File: config.mk
export PLATFORM = sky130hd
export DESIGN_NAME = fjtp_test_port
export DESIGN_NICKNAME = d
export VERILOG_FILES = /design/src/fjtp_test_port.v /design/src/fjtp_tap_fsm.v
export VERILOG_INCLUDE_DIRS = /design/src
export SDC_FILE = /design/constraint.sdc
export NUM_CORES = 1
export LEC_CHECK = 0
export ABC_CLOCK_PERIOD_IN_PS = 2200
export BUFFER_PORTS_ARGS = -buffer_cell sky130_fd_sc_hd__buf_2
export CAP_MARGIN = 10
export CORE_ASPECT_RATIO = 0.7
export CORE_MARGIN = 1.5
export CORE_UTILIZATION = 40
export DETAILED_ROUTE_END_ITERATION = 6
export GPL_ROUTABILITY_DRIVEN = 0
export HOLD_SLACK_MARGIN = 0.15
export PLACE_DENSITY = 0.58
export SYNTH_ARGS = -nofsm -noshare
export SYNTH_HDL_FRONTEND = slang
export SYNTH_SLANG_ARGS = --single-unit
File: constraint.sdc
create_clock -name sys_clk_i -period 2.2 [get_ports sys_clk_i]
set_input_delay 0.22 -clock sys_clk_i [delete_from_list [all_inputs] [get_ports sys_clk_i]]
set_output_delay 0.22 -clock sys_clk_i [all_outputs]
set_load 0.02 [all_outputs]
File: src/fjtp_map.vh
`ifndef FJTP_MAP_VH
`define FJTP_MAP_VH

// Tap controller state codes (four bits, conventional boundary-scan coding)
`define FJTP_ST_W        4
`define FJTP_ST_EX2_DR   4'h0
`define FJTP_ST_EX1_DR   4'h1
`define FJTP_ST_SH_DR    4'h2
`define FJTP_ST_PAU_DR   4'h3
`define FJTP_ST_SEL_IR   4'h4
`define FJTP_ST_UPD_DR   4'h5
`define FJTP_ST_CAP_DR   4'h6
`define FJTP_ST_SEL_DR   4'h7
`define FJTP_ST_EX2_IR   4'h8
`define FJTP_ST_EX1_IR   4'h9
`define FJTP_ST_SH_IR    4'hA
`define FJTP_ST_PAU_IR   4'hB
`define FJTP_ST_IDLE     4'hC
`define FJTP_ST_UPD_IR   4'hD
`define FJTP_ST_CAP_IR   4'hE
`define FJTP_ST_RESET    4'hF

// Instruction register layout and opcodes
`define FJTP_IR_W        2
`define FJTP_IR_CAPTURE  2'h1
`define FJTP_OP_IDCODE   2'h1
`define FJTP_OP_FRAMER   2'h2
`define FJTP_OP_BYPASS   2'h3

// Identification word width and value (value is arbitrary)
`define FJTP_ID_W        32
`define FJTP_ID_VALUE    32'h0000A001

// Pin synchroniser: inputs {trst_n, scan_in_high, scan_in_low, tms, tck}
`define FJTP_PIN_W       5
`define FJTP_PIN_RST     5'h1F
`define FJTP_PIN_TCK     0
`define FJTP_PIN_TMS     1
`define FJTP_PIN_TDI_LO  2
`define FJTP_PIN_TDI_HI  3
`define FJTP_PIN_TRST    4

`endif

File: src/fjtp_test_port.v
// Behaviour
// - Scan input captured on each test-clock rise in a shift state
// - Scan output changes only on test-clock falls; test reset also releases its driver
// - Scan output three-state, carries internal register data
// - Undriven mode select reads as one
// - Test reset initialises controller without test clock
// - Two chains: framers 1-8 and 9-16
`timescale 1ns/1ps
`include "fjtp_map.vh"

module fjtp_test_port #(
	parameter CHAIN_BITS = 8
) (
	input  wire                      sys_clk_i,
	input  wire                      rst_n_i,
	input  wire                      tck_i,
	input  wire                      tms_i,
	input  wire                      trst_n_i,
	input  wire                      scan_in_low_framers_i,
	input  wire                      scan_in_high_framers_i,
	input  wire [2*CHAIN_BITS-1:0]   framer_status_i,
	output reg                       scan_out_low_framers_o,
	output reg                       scan_out_low_framers_oe_o,
	output reg                       scan_out_high_framers_o,
	output reg                       scan_out_high_framers_oe_o,
	output reg  [2*CHAIN_BITS-1:0]   framer_ctrl_o,
	output reg  [`FJTP_ST_W-1:0]     tap_state_o
);

	localparam NCH = 2;

	// Pin synchroniser stages and filtered levels
	reg  [`FJTP_PIN_W-1:0]       pin_s1;
	reg  [`FJTP_PIN_W-1:0]       pin_s2;
	reg  [`FJTP_PIN_W-1:0]       pin_s3;
	reg  [`FJTP_PIN_W-1:0]       pin_f;
	wire [`FJTP_PIN_W-1:0]       pin_raw;
	wire [`FJTP_PIN_W-1:0]       next_pin_f;
	reg                          tck_prev;
	wire                         tck_rise;
	wire                         tck_fall;
	wire [`FJTP_ST_W-1:0]        state;

	// Per-chain storage, chain 0 low framers, chain 1 high framers
	reg  [NCH*`FJTP_IR_W-1:0]    ir;
	reg  [NCH*`FJTP_IR_W-1:0]    ir_sh;
	reg  [NCH-1:0]               bypass_sh;
	reg  [NCH*`FJTP_ID_W-1:0]    id_sh;
	reg  [NCH*CHAIN_BITS-1:0]    fr_sh;
	wire [NCH-1:0]               tdi;
	reg  [NCH-1:0]               next_out;
	reg                          shifting;
	// Loop indices, one per process, so no variable has two drivers
	integer                      c_ir;
	integer                      c_dr;
	integer                      c_out;

	// Serial bit presented by one chain in the current state
	function chain_bit;
		input [`FJTP_ST_W-1:0] st;
		input [`FJTP_IR_W-1:0] op;
		input                  ir0;
		input                  bp;
		input                  id0;
		input                  fr0;
		begin
			if (st == `FJTP_ST_SH_IR) begin
				chain_bit = ir0;
			end else begin
				case (op)
					`FJTP_OP_IDCODE: chain_bit = id0;
					`FJTP_OP_FRAMER: chain_bit = fr0;
					default:         chain_bit = bp;
				endcase
			end
		end
	endfunction

	// Pin bundle, one bit per level that crosses into the system clock
	assign pin_raw = {trst_n_i, scan_in_high_framers_i, scan_in_low_framers_i, tms_i, tck_i};

	// A level counts only once stages two and three agree; else hold
	assign next_pin_f = (pin_s2 & pin_s3) | (pin_f & (pin_s2 ^ pin_s3));

	// Synchroniser; resets to ones so floating pins look pulled up
	always @(posedge sys_clk_i or negedge rst_n_i) begin
		if (!rst_n_i) begin
			pin_s1 <= `FJTP_PIN_RST;
			pin_s2 <= `FJTP_PIN_RST;
			pin_s3 <= `FJTP_PIN_RST;
			pin_f  <= `FJTP_PIN_RST;
		end else begin
			// Only stage two reads stage one, so metastability stays there
			pin_s1 <= pin_raw;
			pin_s2 <= pin_s1;
			pin_s3 <= pin_s2;
			pin_f  <= next_pin_f;
		end
	end

	// Test-clock edge finder on the filtered level
	always @(posedge sys_clk_i or negedge rst_n_i) begin
		if (!rst_n_i) begin
			tck_prev <= 1'b1;
		end else begin
			tck_prev <= pin_f[`FJTP_PIN_TCK];
		end
	end

	// Edges show in the same clock as the filtered level changes; each test-clock level needs two clocks
	assign tck_rise = pin_f[`FJTP_PIN_TCK] & ~tck_prev;
	assign tck_fall = ~pin_f[`FJTP_PIN_TCK] & tck_prev;
	assign tdi      = {pin_f[`FJTP_PIN_TDI_HI], pin_f[`FJTP_PIN_TDI_LO]};

	// One controller drives both chains; they share clock and mode select
	fjtp_tap_fsm u_tap (
		.sys_clk_i (sys_clk_i),
		.rst_n_i   (rst_n_i),
		.trst_n_i  (pin_f[`FJTP_PIN_TRST]),
		.step_i    (tck_rise),
		.tms_i     (pin_f[`FJTP_PIN_TMS]),
		.state_o   (state)
	);

	// Instruction path: capture, shift and update on test-clock rises
	always @(posedge sys_clk_i or negedge rst_n_i) begin
		if (!rst_n_i) begin
			ir    <= {NCH{`FJTP_OP_IDCODE}};
			ir_sh <= {NCH{`FJTP_IR_CAPTURE}};
		end else if (!pin_f[`FJTP_PIN_TRST] || (tck_rise && state == `FJTP_ST_RESET)) begin
			ir <= {NCH{`FJTP_OP_IDCODE}};
		end else if (tck_rise) begin
			for (c_ir = 0; c_ir < NCH; c_ir = c_ir + 1) begin
				case (state)
					`FJTP_ST_CAP_IR: ir_sh[c_ir*`FJTP_IR_W +: `FJTP_IR_W] <= `FJTP_IR_CAPTURE;
					`FJTP_ST_SH_IR:  ir_sh[c_ir*`FJTP_IR_W +: `FJTP_IR_W] <=
						{tdi[c_ir], ir_sh[c_ir*`FJTP_IR_W+1 +: `FJTP_IR_W-1]};
					`FJTP_ST_UPD_IR: ir[c_ir*`FJTP_IR_W +: `FJTP_IR_W] <=
						ir_sh[c_ir*`FJTP_IR_W +: `FJTP_IR_W];
					default:         ir_sh <= ir_sh;
				endcase
			end
		end
	end

	// Data path: register picked by each chain's own instruction
	always @(posedge sys_clk_i or negedge rst_n_i) begin
		if (!rst_n_i) begin
			bypass_sh     <= {NCH{1'b0}};
			id_sh         <= {(NCH*`FJTP_ID_W){1'b0}};
			fr_sh         <= {(NCH*CHAIN_BITS){1'b0}};
			framer_ctrl_o <= {(NCH*CHAIN_BITS){1'b0}};
		end else if (!pin_f[`FJTP_PIN_TRST]) begin
			framer_ctrl_o <= {(NCH*CHAIN_BITS){1'b0}};
		end else if (tck_rise) begin
			for (c_dr = 0; c_dr < NCH; c_dr = c_dr + 1) begin
				if (state == `FJTP_ST_CAP_DR) begin
					bypass_sh[c_dr] <= 1'b0;
					id_sh[c_dr*`FJTP_ID_W +: `FJTP_ID_W] <= `FJTP_ID_VALUE;
					// Each chain sees only its own eight framers
					fr_sh[c_dr*CHAIN_BITS +: CHAIN_BITS] <=
						framer_status_i[c_dr*CHAIN_BITS +: CHAIN_BITS];
				end else if (state == `FJTP_ST_SH_DR) begin
					case (ir[c_dr*`FJTP_IR_W +: `FJTP_IR_W])
						`FJTP_OP_IDCODE: id_sh[c_dr*`FJTP_ID_W +: `FJTP_ID_W] <=
							{tdi[c_dr], id_sh[c_dr*`FJTP_ID_W+1 +: `FJTP_ID_W-1]};
						`FJTP_OP_FRAMER: fr_sh[c_dr*CHAIN_BITS +: CHAIN_BITS] <=
							{tdi[c_dr], fr_sh[c_dr*CHAIN_BITS+1 +: CHAIN_BITS-1]};
						default:         bypass_sh[c_dr] <= tdi[c_dr];
					endcase
				end else if (state == `FJTP_ST_UPD_DR &&
						ir[c_dr*`FJTP_IR_W +: `FJTP_IR_W] == `FJTP_OP_FRAMER) begin
					// Only a chain holding the framer opcode updates its controls
					framer_ctrl_o[c_dr*CHAIN_BITS +: CHAIN_BITS] <=
						fr_sh[c_dr*CHAIN_BITS +: CHAIN_BITS];
				end
			end
		end
	end

	// Next serial bit per chain and whether a shift state is active
	always @* begin
		shifting = (state == `FJTP_ST_SH_IR) || (state == `FJTP_ST_SH_DR);
		for (c_out = 0; c_out < NCH; c_out = c_out + 1) begin
			next_out[c_out] = chain_bit(state, ir[c_out*`FJTP_IR_W +: `FJTP_IR_W],
				ir_sh[c_out*`FJTP_IR_W], bypass_sh[c_out], id_sh[c_out*`FJTP_ID_W],
				fr_sh[c_out*CHAIN_BITS]);
		end
	end

	// Output stage moves only on test-clock falls or test reset, so the controller
	// sees a settled bit at its next rise; driver released at the first fall outside shift
	always @(posedge sys_clk_i or negedge rst_n_i) begin
		if (!rst_n_i) begin
			scan_out_low_framers_o     <= 1'b0;
			scan_out_low_framers_oe_o  <= 1'b0;
			scan_out_high_framers_o    <= 1'b0;
			scan_out_high_framers_oe_o <= 1'b0;
		end else if (!pin_f[`FJTP_PIN_TRST]) begin
			scan_out_low_framers_oe_o  <= 1'b0;
			scan_out_high_framers_oe_o <= 1'b0;
		end else if (tck_fall) begin
			scan_out_low_framers_o     <= next_out[0];
			scan_out_low_framers_oe_o  <= shifting;
			scan_out_high_framers_o    <= next_out[1];
			scan_out_high_framers_oe_o <= shifting;
		end
	end

	// Registered copy of the controller state for observation
	always @(posedge sys_clk_i or negedge rst_n_i) begin
		if (!rst_n_i) begin
			tap_state_o <= `FJTP_ST_RESET;
		end else begin
			tap_state_o <= state;
		end
	end

endmodule

File: src/fjtp_tap_fsm.v
`timescale 1ns/1ps
`include "fjtp_map.vh"

module fjtp_tap_fsm (
	input  wire                      sys_clk_i,
	input  wire                      rst_n_i,
	input  wire                      trst_n_i,
	input  wire                      step_i,
	input  wire                      tms_i,
	output reg  [`FJTP_ST_W-1:0]     state_o
);

	reg [`FJTP_ST_W-1:0] next_state;

	// Sixteen-state walk, one move per test-clock rise
	always @* begin
		case (state_o)
			`FJTP_ST_RESET:  next_state = tms_i ? `FJTP_ST_RESET  : `FJTP_ST_IDLE;
			`FJTP_ST_IDLE:   next_state = tms_i ? `FJTP_ST_SEL_DR : `FJTP_ST_IDLE;
			`FJTP_ST_SEL_DR: next_state = tms_i ? `FJTP_ST_SEL_IR : `FJTP_ST_CAP_DR;
			`FJTP_ST_CAP_DR: next_state = tms_i ? `FJTP_ST_EX1_DR : `FJTP_ST_SH_DR;
			`FJTP_ST_SH_DR:  next_state = tms_i ? `FJTP_ST_EX1_DR : `FJTP_ST_SH_DR;
			`FJTP_ST_EX1_DR: next_state = tms_i ? `FJTP_ST_UPD_DR : `FJTP_ST_PAU_DR;
			`FJTP_ST_PAU_DR: next_state = tms_i ? `FJTP_ST_EX2_DR : `FJTP_ST_PAU_DR;
			`FJTP_ST_EX2_DR: next_state = tms_i ? `FJTP_ST_UPD_DR : `FJTP_ST_SH_DR;
			`FJTP_ST_UPD_DR: next_state = tms_i ? `FJTP_ST_SEL_DR : `FJTP_ST_IDLE;
			`FJTP_ST_SEL_IR: next_state = tms_i ? `FJTP_ST_RESET  : `FJTP_ST_CAP_IR;
			`FJTP_ST_CAP_IR: next_state = tms_i ? `FJTP_ST_EX1_IR : `FJTP_ST_SH_IR;
			`FJTP_ST_SH_IR:  next_state = tms_i ? `FJTP_ST_EX1_IR : `FJTP_ST_SH_IR;
			`FJTP_ST_EX1_IR: next_state = tms_i ? `FJTP_ST_UPD_IR : `FJTP_ST_PAU_IR;
			`FJTP_ST_PAU_IR: next_state = tms_i ? `FJTP_ST_EX2_IR : `FJTP_ST_PAU_IR;
			`FJTP_ST_EX2_IR: next_state = tms_i ? `FJTP_ST_UPD_IR : `FJTP_ST_SH_IR;
			`FJTP_ST_UPD_IR: next_state = tms_i ? `FJTP_ST_SEL_DR : `FJTP_ST_IDLE;
			default:         next_state = `FJTP_ST_RESET;
		endcase
	end

	// Test reset wins over any clock step and needs no test-clock edge
	always @(posedge sys_clk_i or negedge rst_n_i) begin
		if (!rst_n_i) begin
			state_o <= `FJTP_ST_RESET;
		end else if (!trst_n_i) begin
			state_o <= `FJTP_ST_RESET;
		end else if (step_i) begin
			state_o <= next_state;
		end
	end

endmodule

==> Word level (Yosys, flattened, before mapping) <==
Cells that the tools add are included.
{ "totals": {"regBits": 138, "out_inout_bits": 24, "word_cells": 143} }
{ "classes": {"n_eq_ne": 27, "muxes": 53, "n_bitwise": 9, "n_reduce_logical": 33} }
{ "ops": {"columns": ["operator", "count"], "rows": [
  ["$mux W32", 6],
  ["$mux W8", 12],
  ["$pmux W4 S12", 1],
  ["$reduce_and A4 Y1", 9],
  ["$eq A4 B4 Y1 const B", 8],
  ["$mux W16", 2],
  ["$mux W4", 5],
  ["$eq A4 B3 Y1 const B", 4],
  ["$mux W2", 8],
  ["$reduce_bool A2 Y1", 8],
  ["$mux W3", 4],
  ["$ne A2 B1 Y1 const B", 6],
  ["$mux W1", 11],
  ["$and A5 B5 Y5", 2],
  ["$eq A4 B2 Y1 const B", 2],
  ["$pmux W2 S2", 2],
  ["$reduce_or A2 Y1", 4],
  ["$reduce_or A3 Y1", 2],
  ["$or A5 B5 Y5", 1],
  ["$xor A5 B5 Y5", 1],
  ["$eq A2 B1 Y1 const B", 2],
  ["$eq A2 B2 Y1 const B", 2],
  ["$eq A4 B1 Y1 const B", 1],
  ["$logic_not A4 Y1", 1],
  ["9 further kinds", 18]
]} }

==> Depth between registers and ports, before layout <==
{ "depth": {"word_depth": 7, "depth_mapped": 6, "depth_no_buf": 5} }

==> Cells and area by module <==
A second synthesis with hierarchy kept.
{ "unflattened": {"cells_unflattened": 534, "area_unflattened_um2": 6169.7} }
{ "modules_own_cells": {"columns": ["mod", "instances", "cells_per_inst", "area_each_um2", "seq_area_each_um2"], "rows": [
  ["fjtp_test_port", 1, 508, 5936.9, 3389.5],
  ["fjtp_tap_fsm", 1, 26, 232.7, 105.1]
]} }

==> Worst setup path after synthesis <==
Ideal clock, no wire load.
{ "synth_timing": {"path_kind": "reg2reg", "startpoint": "register pin_f[0]", "endpoint": "register id_sh[0]", "setup_time_ps": 128, "arrival_ps": 1705, "t_required_ps": 2072, "setup_slack_ps": 368, "path_stages_with_launch": 6, "path_buffers": 2, "synth_period_minus_slack_ps": 1832, "path_cell_list": "dfstp_2 buf_2 nand4b_4 nor3_4 buf_6 mux2_1"} }
{ "synth_between": {"elab_chain_len": 2} }
{ "synth_lines": {"columns": ["item", "line", "source"], "rows": [
  ["from (decl)", "fjtp_test_port.v:36", "reg [`FJTP_PIN_W-1:0] pin_f;"],
  ["from (signal assigned)", "fjtp_test_port.v:91", "pin_f <= `FJTP_PIN_RST;"],
  ["from (signal assigned)", "fjtp_test_port.v:97", "pin_f <= next_pin_f;"],
  ["$and A1 B1 Y1", "fjtp_test_port.v:111", "assign tck_rise = pin_f[`FJTP_PIN_TCK] & ~tck_prev;"],
  ["$reduce_and A4 Y1 (no source line)", null, null],
  ["to (signal assigned)", "fjtp_test_port.v:150", "id_sh <= {(NCH*`FJTP_ID_W){1'b0}};"],
  ["to (signal, indexed assignment)", "fjtp_test_port.v:159", "id_sh[c_dr*`FJTP_ID_W +: `FJTP_ID_W] <= `FJTP_ID_VALUE;"],
  ["to (signal, indexed assignment)", "fjtp_test_port.v:165", "`FJTP_OP_IDCODE: id_sh[c_dr*`FJTP_ID_W +: `FJTP_ID_W] <="],
  ["to (decl)", "fjtp_test_port.v:48", "reg [NCH*`FJTP_ID_W-1:0] id_sh;"]
]} }
Every way passes these cells.
A chain may end at the register's enable or synchronous reset.

==> Worst setup path in the final report <==
{ "layout_timing": {"startpoint": "register u_tap.state_o[1]", "endpoint": "register id_sh[39]"} }
{ "layout_between": {"elab_chain_len": 3} }
{ "layout_lines": {"columns": ["item", "line", "source"], "rows": [
  ["from (decl)", "fjtp_tap_fsm.v:10", "output reg [`FJTP_ST_W-1:0] state_o"],
  ["from (signal assigned)", "fjtp_tap_fsm.v:41", "state_o <= `FJTP_ST_RESET;"],
  ["from (signal assigned)", "fjtp_tap_fsm.v:43", "state_o <= `FJTP_ST_RESET;"],
  ["from (signal assigned)", "fjtp_tap_fsm.v:45", "state_o <= next_state;"],
  ["$eq A4 B3 Y1 or $eq A4 B2 Y1 (tied branches)", null, null],
  ["$reduce_bool A2 Y1 (no source line)", null, null],
  ["$reduce_and A4 Y1 (no source line)", null, null]
]} }
Several ways; a longest one is shown, not always the timed one.

==> results.sh <==
export IMPL_outcome="finished, final reports clean"
export IMPL_met2_length_mm=4.672
export IMPL_relSlewSlack=0.6119
export IMPL_netlist_area_um2=6203
export IMPL_hp_class="input pin to flop"
export IMPL_synth_distinct_cells=43
export IMPL_synth_top_area_frac=0.4236
export IMPL_period_needed_ns=2.053
export IMPL_required_ns=2.53
export IMPL_cts_buffers=17
export IMPL_synthesis_nets=569
export IMPL_io_pins=47
export IMPL_initial_core_util=0.4161
export IMPL_core_um2=14910
export IMPL_async_reset_ff_frac=1.000
export IMPL_ys_warn_count=0
export IMPL_maxCapViolations=0
export IMPL_wl_met1_mm=5.942
export IMPL_portBuffers=46
export IMPL_ant_nets=0
export IMPL_first_pass_iters=4
export IMPL_yosysTopAreaCell="dfrtp_1"
export IMPL_final_setup_viol_count=0
export IMPL_num_vias=3783
export IMPL_post_cts_buffers=0
export IMPL_worstPathMaxFanout=25
export IMPL_timing_final_crit_share=0.9332
export IMPL_synthTopCellsByArea="dfrtp_1 42%, dfstp_2 14%, mux2i_1 12%"
export IMPL_critPathKind="flop to flop"
export IMPL_cp_arrival_ns=2.38
export IMPL_area_growth_pct=18.76
export IMPL_top_layer_used="met4"
export IMPL_drv_slew=0
export IMPL_cts_reportedPaths_clkPinSlew_ns=0.06
export IMPL_power_leakage_nw=3.263
export IMPL_setup_tns_ns=0
export IMPL_drive_above_1_share=0.2850
export IMPL_postSynthCellCount=537
export IMPL_grt_max_degree=63
export IMPL_drt_iter0_drc=234
export IMPL_dp_hpwl_mm=7.160
export IMPL_nets=626
export IMPL_grt_antenna_before_repair=0
export IMPL_synth_edf_count=0
export IMPL_worst_pin_slew_ns=0.5821
export IMPL_synth_top_flop_cell="dfrtp_1"
export IMPL_antenna_cells=0
export IMPL_dr_wl_met3_um=398
export IMPL_vias_per_cell=4.717
export IMPL_dieHeight_um=107.2
export IMPL_clock_latency_ns=0.42
export IMPL_fmax_ghz=0.4871
export IMPL_power_density_nw_per_um2=793.0
export IMPL_dieArea_um2=16280
export IMPL_drc=0
export IMPL_synth_common_cells="105 x dfrtp_1, 99 x nand2_1, 75 x mux2i_1"
export IMPL_fp_row_count=37
export IMPL_synth_seq_cells=138
export IMPL_wl_mm=11.16
export IMPL_wire_per_inst_um=13.91
export IMPL_ir_drop_mv=0.3882
export IMPL_grt_first_pass_wirelength_mm=19.35
export IMPL_grt_use_total=0.1499
export IMPL_overflow=0
export IMPL_finalHoldViolations=0
export IMPL_synth_most_common_cell="dfrtp_1"
export IMPL_cp_start_kind="flop"
export IMPL_rsz0062_at_grt="no"
export IMPL_cts_buffer_depth=2
export IMPL_clockRootBuffer="clkbuf_16"
export IMPL_htreeDepth=4
export IMPL_dieWidth_um=151.8
export IMPL_cp_end_kind="flop"
export IMPL_cts_num_sinks=138
export IMPL_power_mw=5.842
export IMPL_fin_worst_skew_ns=0.009641
export IMPL_cts_tree="yes"
export IMPL_yosysSeqAreaShare=0.5633
export IMPL_grt_pass1_vias=3836
export IMPL_synth_avg_cell_area_um2=11.55
## metal layers
layer / track usage / up-vias
met5: 0 / -
met4: 0.05201 / 0
met3: 0.04972 / 14
met2: 0.2059 / 46
met1: 0.2189 / 1843
li1: - / 1880
## cells by family after synthesis
group | after synthesis | share of synthesized area
simple gates | 143 | 0.1154
mux | 119 | 0.2009
fa+ha+maj | 9 | 0.01815
compound gates | 32 | 0.03510
buf+inv | 96 | 0.06717
flops | 138 | 0.5633
## sequential cells by signal, indices dropped and copies added, names as in the netlist
| name | count |
|---|---|
| bypass_sh | 2 |
| fr_sh | 16 |
| framer_ctrl_o | 16 |
| id_sh | 64 |
| ir | 4 |
| ir_sh | 4 |
| pin_f | 5 |
| pin_s1 | 5 |
| pin_s2 | 5 |
| pin_s3 | 5 |
| scan_out_high_framers_o | 1 |
| scan_out_high_framers_oe_o | 1 |
| scan_out_low_framers_o | 1 |
| tap_state_o | 4 |
| tck_prev | 1 |
| u_tap.state_o | 4 |
## layout make-up
cell class / count / area (µm²)
inverters: 66 / 247.7
well taps: 195 / 244.0
fillers: 1306 / 7540
repair buffers: 68 / 486.7
flip-flops and latches: 138 / 3495
clock buffers: 19 / 442.9
multi-input cells: 303 / 2308
clock inverters: 13 / 142.6
## worst paths after layout
check | start | end | slack [ns] | cells after the start
worst max-delay path | u_tap.state_o[1] | id_sh[39] | 0.15 | 5
worst min-delay path | framer_status_i[3] | fr_sh[3] | 0.17 | 3
worst min register to register | pin_s1[4] | pin_s2[4] | 0.35 | 0
min in group asynchronous | rst_n_i | id_sh[24] | 0.36 | 2
worst max register to register | u_tap.state_o[1] | id_sh[39] | 0.15 | 5
max in group asynchronous | rst_n_i | id_sh[35] | 1.22 | 3
## stage by stage
stage | hold slack [ns] | worst slack (ns) | area, µm² | std cells | util
4_1_cts | 0.1510 | 0.1229 | 7367 | 802 | 0.4942
5_1_grt | 0.1562 | 0.03854 | 7367 | 802 | 0.4942
3_5_place_dp | 0.2510 | 0.1362 | 6691 | 761 | 0.4489
2_1_floorplan | -0.07559 | 0.3679 | 6203 | 537 | -
6_report | 0.1684 | 0.1470 | 7367 | 802 | 0.4942
3_3_place_gp | 0.2430 | 0.2057 | 6691 | 761 | 0.4489
## report_power, final
| part | switching [mW] | internal, mW |
|---|---|---|
| Clock | 1.10 | 1.71 |
| Sequential | 0.0783 | 2.65 |
| Combinational | 0.183 | 0.123 |
## repair_timing
| item | 4_1_cts | 5_1_grt |
|---|---|---|
| resized for setup | 0 | 0 |
| hold endpoints to repair | 35 | 0 |
| endpoints found under the setup margin | 0 | 0 |
| hold buffers | 9 | 0 |
## worst max-delay path: stages (launching register included)
cell and delay, ns:
dfstp_2 0.72, nand4b_4 0.28, nor3_4 0.28, buf_12 0.22
buf_4 0.22, mux2i_1 0.21
## placed cells by master, fill, tap and decap left out, types with 3 or more instances in the layout
cell and instances:
a21o_1 5, buf_4 8, buf_2 45, inv_1 66, dfrtp_1 105, mux2i_1 75, ha_1 9, nor3_4 4
inv_6 4, nor2_1 11, nand4b_1 3, and4b_1 3, nand2_1 99, clkbuf_16 17, dfstp_2 33, nor2b_1 5
dlygate4sd3_1 9, o21ai_0 7, clkinv_2 3, a21oi_1 5, buf_12 5, a21boi_0 3, mux2_2 40, mux2_1 4
(Power assumes the default switching activity.)
